==> config.mk <==
export PLATFORM = sky130hd
export DESIGN_NAME = dha_alu
export DESIGN_NICKNAME = d
export VERILOG_FILES = /design/src/include/dha_pkg.sv /design/src/core/dha_alu.sv
export SDC_FILE = /design/constraint.sdc
export NUM_CORES = 1
export LEC_CHECK = 0
export ABC_AREA = 1
export BUFFER_PORTS_ARGS = -buffer_cell sky130_fd_sc_hd__buf_2
export CORE_ASPECT_RATIO = 0.8
export CORE_UTILIZATION = 45
export CTS_BUF_LIST = sky130_fd_sc_hd__clkbuf_16
export DETAILED_ROUTE_END_ITERATION = 7
export GPL_TIMING_DRIVEN = 0
export PLACE_DENSITY = 0.7
export SYNTH_ARGS = -nofsm -noshare
export SYNTH_HDL_FRONTEND = slang
export SYNTH_SLANG_ARGS = --single-unit
==> constraint.sdc <==
create_clock -name CLK -period 19.7 [get_ports CLK]
set_clock_uncertainty 0.15 [all_clocks]
set_input_delay 2.955 -clock CLK [delete_from_list [all_inputs] [get_ports CLK]]
set_output_delay 2.955 -clock CLK [all_outputs]
set_load 0.02 [all_outputs]
==> src/include/dha_pkg.sv <==
// constants, types and field layout for the dual halfword add datapath
// Contract
// - accumulator form: high = mem high + source high, low = mem low + source low.
// - temporary form: temporary value added to both memory high and memory low words.
// - forty-bit path split into independent 16-bit low and 24-bit high halves.
// - memory low word fed unchanged; high word extended to 24 bits by sign mode.
// - temporary feeds low path directly, duplicate extended to 24 bits feeds high.
// - high word at given address; low word at next if even, previous if odd.
// - each path checked for overflow; either sets the destination overflow flag.
// - low-path overflow taken at bit 15, high-path overflow at bit 31.
// - carry status comes only from the high path, at bit 31.
// - saturation on and low overflow: low clamps to 7FFF or 8000.
// - saturation on and high overflow: high clamps to 00_7FFF or FF_8000.
// - legacy mode set: never saturate, whatever the saturation bit holds.
// - legacy mode set: only high-path overflow reported; low-path overflow ignored.
// - legacy, accumulator form, dual-word bit 1: no carry across bit 15.
// - legacy, accumulator form, dual-word bit 0: carry passes across bit 15.
// - three-byte instruction, one execute cycle, parallel-enable marking refused.
// - leading byte 1110 1110; nibble 000x accumulator form, 100x temporary form.
// - repeated issues give identical per-iteration results and flag updates.
package dha_pkg;

    localparam int DHA_AW = 8;
    localparam int DHA_MAW = 16;

    // register byte offsets
    localparam logic [7:0] DHA_OFF_CTRL = 8'h00;
    localparam logic [7:0] DHA_OFF_FLAGS = 8'h04;
    localparam logic [7:0] DHA_OFF_IRQ_STAT = 8'h08;
    localparam logic [7:0] DHA_OFF_IRQ_CLR = 8'h0C;
    localparam logic [7:0] DHA_OFF_IRQ_EN = 8'h10;
    localparam logic [7:0] DHA_OFF_TREG0 = 8'h20;
    localparam logic [7:0] DHA_OFF_ACC0_LO = 8'h40;
    localparam logic [7:0] DHA_OFF_ACC0_HI = 8'h44;
    localparam logic [7:0] DHA_STEP_TREG = 8'h04;
    localparam logic [7:0] DHA_STEP_ACC = 8'h08;

    // control register fields
    localparam int DHA_CTRL_SATURATION_MODE_BIT = 0;
    localparam int DHA_CTRL_SIGN_EXTENSION_MODE_BIT = 1;
    localparam int DHA_CTRL_LEGACY = 2;
    localparam int DHA_CTRL_DUAL = 3;
    localparam logic [3:0] DHA_CTRL_RESET = 4'h2;

    // flag register fields: overflow flags in [3:0], carry at bit 4
    localparam int DHA_FLAG_CARRY = 4;

    // interrupt event bits
    localparam int DHA_EV_OVF = 0;
    localparam int DHA_EV_CARRY = 1;
    localparam int DHA_EV_ILLEGAL = 2;
    localparam int DHA_EV_PAR = 3;
    localparam int DHA_EV_DONE = 4;
    localparam int DHA_NEV = 5;

    // instruction encoding
    localparam logic [7:0] DHA_OP_LEAD = 8'hEE;
    localparam logic [2:0] DHA_OP_ACC_FORM = 3'h0;
    localparam logic [2:0] DHA_OP_TMP_FORM = 3'h4;

    // saturation values
    localparam logic [15:0] DHA_LO_POS_SAT = 16'h7FFF;
    localparam logic [15:0] DHA_LO_NEG_SAT = 16'h8000;
    localparam logic [23:0] DHA_HI_POS_SAT = 24'h007FFF;
    localparam logic [23:0] DHA_HI_NEG_SAT = 24'hFF8000;

    typedef struct packed {
        logic dual_word_arith_bit;
        logic legacy_compat_mode_bit;
        logic sign_extension_mode_bit;
        logic saturation_mode_bit;
    } dha_ctrl_s;

    typedef struct packed {
        logic valid;
        logic par;
        logic [23:0] op;
        logic [DHA_MAW-1:0] addr;
    } dha_issue_s;

endpackage

==> src/core/dha_alu.sv <==
// dual halfword add datapath with register port, accumulators and interrupt
//
// The register addresses and the strobed register port were chosen for this implementation.
`timescale 1ns/1ps
module dha_alu
    import dha_pkg::*;
(
    input wire logic CLK,
    input wire logic RST,
    input wire logic [DHA_AW-1:0] ADDR,
    input wire logic [31:0] WDATA,
    input wire logic WR,
    input wire logic RD,
    output logic [31:0] RDATA,
    input wire dha_issue_s ISSUE,
    output logic MEM_RD,
    output logic [DHA_MAW-1:0] MEM_ADDR_MSW,
    output logic [DHA_MAW-1:0] MEM_ADDR_LSW,
    input wire logic [15:0] MEM_MSW,
    input wire logic [15:0] MEM_LSW,
    output logic DONE,
    output logic [3:0] ACOV,
    output logic CARRY,
    output logic IRQ
);

    logic [39:0] acc [4];
    logic [15:0] treg [4];
    dha_ctrl_s ctrl;
    logic [DHA_NEV-1:0] irq_stat;
    logic [DHA_NEV-1:0] irq_en;

    // operand-fetch stage
    logic s1_valid;
    logic s1_tmp_form;
    logic [1:0] s1_src;
    logic [1:0] s1_dst;

    // issue decode
    wire logic lead_ok = ISSUE.op[23:16] == DHA_OP_LEAD;
    wire logic is_acc_form = lead_ok && ISSUE.op[3:1] == DHA_OP_ACC_FORM;
    wire logic is_tmp_form = lead_ok && ISSUE.op[3:1] == DHA_OP_TMP_FORM;
    wire logic form_ok = is_acc_form || is_tmp_form;
    wire logic issue_take = ISSUE.valid && form_ok && !ISSUE.par;
    wire logic ev_illegal = ISSUE.valid && !form_ok;
    wire logic ev_par = ISSUE.valid && form_ok && ISSUE.par;

    // low word sits beside the high word inside the aligned pair
    wire logic [DHA_MAW-1:0] lsw_addr = ISSUE.addr[0] ?
        ISSUE.addr - DHA_MAW'(1) : ISSUE.addr + DHA_MAW'(1);

    // operand selection
    wire logic [39:0] src_acc = acc[s1_src];
    wire logic [15:0] src_tmp = treg[s1_src];
    wire logic sx = ctrl.sign_extension_mode_bit;
    wire logic legacy = ctrl.legacy_compat_mode_bit;
    wire logic [15:0] lo_a = MEM_LSW;
    wire logic [15:0] lo_b = s1_tmp_form ? src_tmp : src_acc[15:0];
    wire logic [23:0] hi_a = {{8{sx & MEM_MSW[15]}}, MEM_MSW};
    wire logic [23:0] tmp_dup = {{8{sx & src_tmp[15]}}, src_tmp};
    wire logic [23:0] hi_b = s1_tmp_form ? tmp_dup : src_acc[39:16];

    // low path, 16 bits with its own carry out
    wire logic [16:0] lo_sum = {lo_a[15], lo_a} + {lo_b[15], lo_b};
    wire logic [16:0] lo_uns = {1'b0, lo_a} + {1'b0, lo_b};
    wire logic lo_ovf_raw = lo_sum[16] != lo_sum[15];

    // carry crosses bit 15 only in legacy single-wide accumulator form
    wire logic wide = legacy && !ctrl.dual_word_arith_bit && !s1_tmp_form;
    wire logic cin = wide & lo_uns[16];

    // high path, 24 bits; bit 15 of this path is accumulator bit 31
    wire logic [24:0] hi_sum = {hi_a[23], hi_a} + {hi_b[23], hi_b} + {24'h000000, cin};
    wire logic [16:0] hi_c31 = {1'b0, hi_a[15:0]} + {1'b0, hi_b[15:0]} + {16'h0000, cin};
    wire logic hi_ovf = hi_sum[24:15] != {10{hi_sum[24]}};
    wire logic carry_out = hi_c31[16];

    // legacy mode hides low overflow and forces saturation off
    wire logic lo_ovf = lo_ovf_raw && !legacy;
    wire logic sat_on = ctrl.saturation_mode_bit && !legacy;
    wire logic any_ovf = lo_ovf || hi_ovf;

    wire logic [15:0] lo_res = (sat_on && lo_ovf) ?
        (lo_sum[16] ? DHA_LO_NEG_SAT : DHA_LO_POS_SAT) : lo_sum[15:0];
    wire logic [23:0] hi_res = (sat_on && hi_ovf) ?
        (hi_sum[24] ? DHA_HI_NEG_SAT : DHA_HI_POS_SAT) : hi_sum[23:0];
    wire logic [39:0] result = {hi_res, lo_res};

    // register port decode
    wire logic wr_ctrl = WR && ADDR == DHA_OFF_CTRL;
    wire logic wr_flags = WR && ADDR == DHA_OFF_FLAGS;
    wire logic wr_irq_clr = WR && ADDR == DHA_OFF_IRQ_CLR;
    wire logic wr_irq_en = WR && ADDR == DHA_OFF_IRQ_EN;
    wire logic [3:0] wr_treg;
    wire logic [3:0] wr_acc_lo;
    wire logic [3:0] wr_acc_hi;
    genvar gi;
    generate
        for (gi = 0; gi < 4; gi++) begin : g_dec
            assign wr_treg[gi] = WR && ADDR == DHA_OFF_TREG0 + DHA_STEP_TREG * 8'(gi);
            assign wr_acc_lo[gi] = WR && ADDR == DHA_OFF_ACC0_LO + DHA_STEP_ACC * 8'(gi);
            assign wr_acc_hi[gi] = WR && ADDR == DHA_OFF_ACC0_HI + DHA_STEP_ACC * 8'(gi);
        end
    endgenerate

    // events; a set in the same cycle as a clear wins
    wire logic [DHA_NEV-1:0] events = {s1_valid, ev_par, ev_illegal,
        s1_valid & carry_out, s1_valid & any_ovf};
    wire logic [DHA_NEV-1:0] irq_clr = wr_irq_clr ? WDATA[DHA_NEV-1:0] : '0;
    wire logic [DHA_NEV-1:0] next_irq_stat = (irq_stat & ~irq_clr) | events;
    wire logic [DHA_NEV-1:0] next_irq_en = wr_irq_en ? WDATA[DHA_NEV-1:0] : irq_en;

    // overflow flags: software may clear, additions only ever set
    wire logic [3:0] acov_clr = wr_flags ? WDATA[3:0] : 4'h0;
    wire logic [3:0] acov_set = (s1_valid && any_ovf) ? 4'(1) << s1_dst : 4'h0;
    wire logic [3:0] next_acov = (ACOV & ~acov_clr) | acov_set;

    // carry follows each executed addition; a software write loses to it
    wire logic next_carry = s1_valid ? carry_out : (wr_flags ? WDATA[DHA_FLAG_CARRY] : CARRY);

    logic [31:0] rd_mux;
    always_comb begin
        rd_mux = 32'h00000000;
        unique case (ADDR)
            DHA_OFF_CTRL: rd_mux = {28'h0000000, ctrl};
            DHA_OFF_FLAGS: rd_mux = {27'h0000000, CARRY, ACOV};
            DHA_OFF_IRQ_STAT: rd_mux = {27'h0000000, irq_stat};
            DHA_OFF_IRQ_EN: rd_mux = {27'h0000000, irq_en};
            8'h20: rd_mux = {16'h0000, treg[0]};
            8'h24: rd_mux = {16'h0000, treg[1]};
            8'h28: rd_mux = {16'h0000, treg[2]};
            8'h2C: rd_mux = {16'h0000, treg[3]};
            8'h40: rd_mux = acc[0][31:0];
            8'h44: rd_mux = {24'h000000, acc[0][39:32]};
            8'h48: rd_mux = acc[1][31:0];
            8'h4C: rd_mux = {24'h000000, acc[1][39:32]};
            8'h50: rd_mux = acc[2][31:0];
            8'h54: rd_mux = {24'h000000, acc[2][39:32]};
            8'h58: rd_mux = acc[3][31:0];
            8'h5C: rd_mux = {24'h000000, acc[3][39:32]};
            default: rd_mux = 32'h00000000;
        endcase
    end

    // issue stage: launches the long-operand read, one instruction per cycle
    always_ff @(posedge CLK or posedge RST) begin
        if (RST) begin
            s1_valid <= 1'b0;
            s1_tmp_form <= 1'b0;
            s1_src <= 2'h0;
            s1_dst <= 2'h0;
            MEM_RD <= 1'b0;
            MEM_ADDR_MSW <= '0;
            MEM_ADDR_LSW <= '0;
        end else begin
            s1_valid <= issue_take;
            MEM_RD <= issue_take;
            if (issue_take) begin
                s1_tmp_form <= is_tmp_form;
                s1_src <= ISSUE.op[7:6];
                s1_dst <= ISSUE.op[5:4];
                MEM_ADDR_MSW <= ISSUE.addr;
                MEM_ADDR_LSW <= lsw_addr;
            end
        end
    end

    // execute: both halves written together in the one cycle
    always_ff @(posedge CLK or posedge RST) begin
        if (RST) begin
            for (int i = 0; i < 4; i++) begin
                acc[i] <= 40'h0000000000;
            end
        end else begin
            for (int i = 0; i < 4; i++) begin
                if (s1_valid && s1_dst == 2'(i)) begin
                    acc[i] <= result;
                end else if (wr_acc_lo[i]) begin
                    acc[i][31:0] <= WDATA;
                end else if (wr_acc_hi[i]) begin
                    acc[i][39:32] <= WDATA[7:0];
                end
            end
        end
    end

    always_ff @(posedge CLK or posedge RST) begin
        if (RST) begin
            for (int i = 0; i < 4; i++) begin
                treg[i] <= 16'h0000;
            end
            ctrl <= DHA_CTRL_RESET;
        end else begin
            for (int i = 0; i < 4; i++) begin
                if (wr_treg[i]) begin
                    treg[i] <= WDATA[15:0];
                end
            end
            if (wr_ctrl) begin
                ctrl <= WDATA[3:0];
            end
        end
    end

    always_ff @(posedge CLK or posedge RST) begin
        if (RST) begin
            ACOV <= 4'h0;
            CARRY <= 1'b0;
            DONE <= 1'b0;
            irq_stat <= '0;
            irq_en <= '0;
            IRQ <= 1'b0;
            RDATA <= 32'h00000000;
        end else begin
            ACOV <= next_acov;
            CARRY <= next_carry;
            DONE <= s1_valid;
            irq_stat <= next_irq_stat;
            irq_en <= next_irq_en;
            // level from the same values the status will hold next cycle
            IRQ <= |(next_irq_stat & next_irq_en);
            RDATA <= RD ? rd_mux : 32'h00000000;
        end
    end

endmodule

==> impl_metrics.csv, run 1 <==
group,metric,value,unit
yosys,synth_warnings,0,
detailed_routing,wl_met3,12300,um
layout,area_growth,14.4,%
sta,tns,0,ns
detailed_routing,wl,94500,um
job,cap_violations,0,
detailed_routing,top_layer,"met4",
yosys,synthFlopType,"dfrtp_1",
layout,fillers,4513,
global_routing,first_global_vias,20793,
placement,io_buffers,179,
yosys,synth_area_leaders,"dfrtp_1 39%, nand2_1 14%, inv_1 8.3%",
sta,layout_min_cycle_time,7.89,ns
pwr,leakagePower,12.2,nW
placement,place_area,22000,sq um
worst_setup_path,worst_path_most_repeated_cell,"nand2_1",
clock_tree,tritoncts,"built",
die,ios,190,
yosys,synthCells,2872,
min_path,min_path_type,"register to register",
yosys,synth-seq-cells,315,
sta,tightest_slew,1.24,ns
pwr,p_per_area,71.5,nW/um^2
layout,finalInstanceArea,23200,sq um
die,die_h,192,um
worst_setup_path,worstPathArrival,8.23,ns
sta,relSlewSlack,17.0,%
layout,diodes,0,
sta,rsz0062_at_grt,"false",
yosys,synth_top_area_share,38.8,%
sta,fin_crit_sh,40.0,%
clock_tree,ctsHoldBuffers,0,
worst_setup_path,cp_max_fo,4,
detailed_routing,drc,3,
pwr,max-vdd-ir-drop,0.0713,mV
detailed_routing,vias_per_cell,6.03,
detailed_routing,wl_met2,38100,um
detailed_routing,drtIter0Drc,3288,
yosys,yosysUniqueCellTypes,50,
layout,drive_gt1_share,10.1,%
worst_setup_path,cp_slowest_cell,"fa_1",
global_routing,grt_max_degree,121,
yosys,synth_nets,3047,
outcome,status,"finished, violations left",
clock_tree,cts_buffers,37,
worst_setup_path,start_kind,"primary input",
clock_tree,cts_resized,0,
clock_tree,h-tree-depth,2,
yosys,synthArstFlopShare,100,%
yosys,syn_area_per_cell,7.05,sq um
sta,max_clock_freq,127,MHz
global_routing,grt_pass1_wl,136000,um
detailed_routing,detail-route-antenna-nets,0,
yosys,synth_edf_count,0,
clock_tree,cts_setup_buffers,0,
die,die-area,45900,sq um
clock_tree,clockRootBuffer,"clkbuf_16",
detailed_routing,wl_per_cell,25.4,um
outcome,violations,"DRC",
placement,dpl.hpwl,71500,um
pwr,finalPower,0.00166,W
clock_tree,clk_path_buf_depth,3,
die,chipWidth,239,um
global_routing,antenna_found_initial,0,
die,core_area,44400,sq um
placement,place_congestion,1.06,
global_routing,grt_use_total,41.1,%
worst_setup_path,crit_type,"primary input to register",
worst_setup_path,cp.required,20.04,ns
die,start_util,45.6,%
detailed_routing,wl_met1,39500,um
yosys,seq_area_frac_synth,38.9,%
sta,final_hold_viol_count,0,
clock_tree,cts.clk_slew.worst_paths,0.06,ns
clock_tree,cts_sinks,315,
detailed_routing,dr.pass1.iters,8,
yosys,synth_area,20300,sq um
die,rows,69,
worst_setup_path,crit_path_end_kind,"register",
sta,drv_slew,0,
sta,setup_viol,0,
global_routing,gr-total-overflow,0,
yosys,synth_top_area_cell,"dfrtp_1",
layout,layout.nets,3267,
detailed_routing,vias,22443,
worst_setup_path,cpPeakStageDelay,0.53,ns
clock_tree,clkLatencyLatePin,0.57,ns
sequential cells by signal (all words and copies together) (netlist names), 4 cells and up:
| signal | cells |
|---|---|
| ACOV | 4 |
| MEM_ADDR_LSW | 16 |
| MEM_ADDR_MSW | 16 |
| RDATA | 32 |
| acc | 160 |
| irq_en | 5 |
| irq_stat | 5 |
| treg | 64 |
final cells by class:
cell class                      instances  area, sq um  share of cell area [%]
Multi-Input combinational cell       1962        10100                    43.6
Sequential cell                       315         7880                    34.0
Clock inverter                         29          216                   0.934
Tap cell                              603          754                    3.26
Inverter                              459         1730                    7.47
Timing Repair Buffer                  181          951                    4.10
Buffer                                136          558                    2.41
Clock buffer                           39          976                    4.21
layout by cell type (no fill, tap or decap), types with 7 or more instances in the layout:
master and n:
nor3_1 14, ha_1 54, o22ai_1 160, inv_2 9
clkinv_1 12, a221oi_1 45, nand2_2 23, o31ai_1 11
xor2_1 23, o221ai_1 8, nor2_1 89, a21oi_1 147
buf_1 7, clkbuf_1 109, buf_2 193, a21o_1 44
clkbuf_16 39, clkinv_2 9, nand2_1 767, nor4_1 9
nand4_1 15, o21ai_0 276, dfrtp_1 314, xnor2_1 9
inv_1 450, or2_2 7, nand3_1 209, a41oi_1 7
nor2_2 10
critical path: cells and delay by family:
family / cells / cell delay (ns)
AO/OA/AOI/OAI: 2 / 0.37
AND/OR/NAND/NOR: 22 / 3.26
buffers and inverters: 2 / 0.26
adder cells (fa/ha/maj): 4 / 1.38
where the power goes:
part,switching [W],internal (W),total (W)
sequential,0.0000169,0.000671,0.000688
clock,0.000305,0.000399,0.000703
combinational,0.000190,0.0000751,0.000265
metal layers:
layer  vias up  track usage (%)
li1       9943                -
met1     10733             57.1
met2      1506             58.2
met3       261             12.7
met4         0             18.2
met5         -                0
logic make-up (layout without fill, tap and decap cells):
group / after synthesis / count (layout) / share of synthesized area (%)
AOI/OAI and AO/OA: 718 / 718 / 20.8
xor gates and xnor gates: 32 / 32 / 1.38
adders and majority gates: 57 / 57 / 3.63
buffers and inverters: 595 / 844 / 11.3
DFF: 315 / 315 / 38.9
muxes: 1 / 1 / 0.0494
and+or+nand+nor: 1154 / 1154 / 24.0
final timing paths:
check	start	slack, ns	depth (start not counted)	end
setup reg to reg	s1_src[0]	11.98	32	acc[159]
setup / recovery	MEM_LSW[0]	11.81	30	acc[159]
min in group asynchronous	RST	2.40	2	treg[30]
hold / removal	MEM_ADDR_MSW[0]	0.31	2	MEM_ADDR_MSW[0]
hold reg to reg	MEM_ADDR_MSW[0]	0.31	2	MEM_ADDR_MSW[0]
max in group asynchronous	RST	15.88	3	acc[34]
Yosys cell counts (14+ instances only):
master and instances:
nand2_1 767, inv_1 446, dfrtp_1 314, o21ai_0 276, nand3_1 209, o22ai_1 160, a21oi_1 147, clkbuf_1 109
nor2_1 89, ha_1 54, a221oi_1 45, a21o_1 44, nand2_2 23, xor2_1 23, nand4_1 15, buf_2 14
nor3_1 14
through the flow:
step	cells	setup slack (ns)	utilization, %	hold slack (ns)
floorplan	2872	7.88	-	0.303
global placement	3654	3.85	49.4	0.299
detailed placement	3656	11.48	49.5	0.304
CTS	3724	12.04	52.2	0.319
global route	3724	11.58	52.2	0.348
finish	3724	11.81	52.2	0.315
Power figures use the tool's default switching activity.
==> run 2: changes to the inputs <==
--- a/config.mk
+++ b/config.mk
@@ -12,7 +12,7 @@
 export CTS_BUF_LIST = sky130_fd_sc_hd__clkbuf_16
 export DETAILED_ROUTE_END_ITERATION = 7
 export GPL_TIMING_DRIVEN = 0
-export PLACE_DENSITY = 0.7
+export PLACE_DENSITY = 0.73
 export SYNTH_ARGS = -nofsm -noshare
 export SYNTH_HDL_FRONTEND = slang
 export SYNTH_SLANG_ARGS = --single-unit
==> constraint.sdc (replaced) <==
create_clock -name CLK -period 6.7 [get_ports CLK]
set_clock_uncertainty 0.15 [all_clocks]
set_input_delay 1.005 -clock CLK [delete_from_list [all_inputs] [get_ports CLK]]
set_output_delay 1.005 -clock CLK [all_outputs]
set_load 0.02 [all_outputs]
==> run 2 against run 1 <==
Effect of this change: the run still ends with DRC left; hold slack improved by 0.0024 ns; die area did not move; critical endpoint is now acc[136]; power rose to 3.0 times the previous value; clock power rose to 3.1 times the previous value; global-route usage fell by 3.2 points; via count fell by 1.3%.
==> impl_metrics.csv, run 2 (synthesized netlist as in run 1, its figures left out) <==
group,metric,value,unit
clock_tree,clockRootBuffer,"clkbuf_16",
layout,finalInstanceArea,23500,sq um
worst_setup_path,worstPathArrival,6.62,ns
clock_tree,h-tree-depth,2,
sta,drv_slew,0,
pwr,p_per_area,214,nW/um^2
sta,max_clock_freq,158,MHz
die,die-area,45900,sq um
outcome,status,"finished, violations left",
layout,final_cell_mix,"759 x nand2_1, 445 x inv_1, 314 x dfrtp_1",
sta,layout_min_cycle_time,6.34,ns
min_path,min_path_type,"register to register",
layout,fillers,4500,
layout,largest_reg_flops,160,
clock_tree,cts_buffers,38,
pwr,leakagePower,12.3,nW
layout,layout.nets,3273,
global_routing,grt_max_degree,41,
global_routing,first_global_vias,20244,
layout,final_util,52.8,%
detailed_routing,drtIter0Drc,3501,
clock_tree,clkLatencyLatePin,0.58,ns
job,cap_violations,0,
layout,layout_commonest_cell,"nand2_1",
sta,final_hold_viol_count,0,
layout,seqCellArea,7880,sq um
layout,largest-register,"acc",
clock_tree,clk_path_buf_depth,3,
sta,hold_ws,0.317,ns
sta,rsz0062_at_grt,"false",
sta,tightest_slew,1.29,ns
placement,place_area,22100,sq um
clock_tree,tritoncts,"built",
layout,multiInputGateArea,10100,sq um
placement,dpl.hpwl,66000,um
detailed_routing,dr.pass1.iters,8,
sta,setup_viol,0,
die,die_h,192,um
pwr,max-vdd-ir-drop,0.158,mV
detailed_routing,detail-route-antenna-nets,0,
worst_setup_path,worst_path_most_repeated_cell,"nand2_1",
placement,place_congestion,1.08,
die,rows,69,
die,core_area,44400,sq um
die,ios,190,
die,chipWidth,239,um
layout,area_growth,15.8,%
worst_setup_path,cp_slowest_cell,"clkbuf_1",
detailed_routing,wl_per_cell,23.4,um
outcome,violations,"DRC",
detailed_routing,wl,87300,um
detailed_routing,vias,22148,
layout,drive_gt1_share,11.3,%
placement,pre_cts_slack,-0.704,ns
detailed_routing,drc,1,
clock_tree,cts_sinks,315,
sta,relSlewSlack,13.4,%
global_routing,antenna_found_initial,1,
clock_tree,cts.clk_slew.worst_paths,0.07,ns
global_routing,grt_use_total,37.8,%
worst_setup_path,start_kind,"register",
worst_setup_path,cpPeakStageDelay,0.53,ns
worst_setup_path,crit_type,"register to register",
worst_setup_path,cp.required,6.99,ns
worst_setup_path,cp_max_fo,10,
pwr,finalPower,0.00502,W
worst_setup_path,crit_path_end_kind,"register",
die,start_util,45.6,%
placement,io_buffers,179,
global_routing,gr-total-overflow,0,
detailed_routing,vias_per_cell,5.94,
global_routing,grt_pass1_wl,127000,um
layout,reg.largest.list,"acc x160, treg x64, RDATA x32",
sta,worst_slack,0.365,ns
sta,fin_crit_sh,94.6,%
[run 2: cell types whose count changed in the layout (fill, tap and decap cells not counted), moves of 3 or more]
cell | previous run | this run
buf_12 | 0 | 8
buf_4 | 4 | 8
bufinv_16 | 3 | 7
clkbuf_1 | 109 | 90
clkbuf_2 | 0 | 8
clkbuf_4 | 0 | 4
clkinv_2 | 9 | 5
clkinvlp_4 | 2 | 5
inv_1 | 450 | 445
nand2_1 | 767 | 759
nand2_2 | 23 | 30
o21ai_0 | 276 | 271
o21ai_1 | 1 | 4
[run 2: cell type report]
class,instances,share of cell area [%]
antenna,1,0.0107
timing repair buffer,188,4.54
sequential,315,33.6
tap,603,3.22
inverter,459,7.37
buffer,134,2.56
multi-input combinational,1962,43.2
clock inverter,25,1.31
clock buffer,39,4.16
[run 2: what timing repair did]
item / in CTS / in global routing
endpoints found under the setup margin: 102 / 102
pin swaps: 1 / 1
hold buffers: 0 / 0
hold endpoints to repair: 0 / 0
buffers inserted: 1 / 0
gates resized for setup: 24 / 38
[run 2: where the power goes]
group / total, W / switching [W] / leakage [nW] / internal [W]
Clock: 0.00221 / 0.000889 / 0.617 / 0.00132
Combinational: 0.000784 / 0.000555 / 7.40 / 0.000229
Sequential: 0.00202 / 0.0000498 / 4.32 / 0.00197
[run 2: final timing paths]
| check | from | end | slack (ns) | depth (start not counted) |
|---|---|---|---|---|
| hold reg to reg | MEM_ADDR_MSW[0] | MEM_ADDR_MSW[0] | 0.32 | 2 |
| min in group asynchronous | RST | treg[9] | 0.39 | 2 |
| setup reg to reg | s1_src[1] | acc[136] | 0.36 | 33 |
| hold / removal | MEM_ADDR_MSW[0] | MEM_ADDR_MSW[0] | 0.32 | 2 |
| max in group asynchronous | RST | acc[148] | 4.55 | 6 |
| setup / recovery | s1_src[1] | acc[136] | 0.36 | 33 |
[run 2: metal layers]
layer,GRT usage [%],vias to the layer above,part of all wire (%)
met5,0,-,0.010
met4,17.9,2,5.3
met3,10.9,287,14
met2,53.3,1575,40
met1,53.0,10332,41
li1,-,9952,-
[run 2: critical path: cells and delay by family (launching register included)]
kind,cells,cell delay (ns)
compound gates,4,0.52
fa+ha+maj,3,1.10
buf+inv,3,0.97
flops,1,0.52
simple gates,23,2.93
[run 2: metrics by stage]
stage / setup TNS (ns) / std cells
after floorplan: 0 / 2872
after global placement: -260.32 / 3654
after detailed placement: -60.32 / 3662
after CTS: 0 / 3726
after global routing: 0 / 3725
final: 0 / 3726
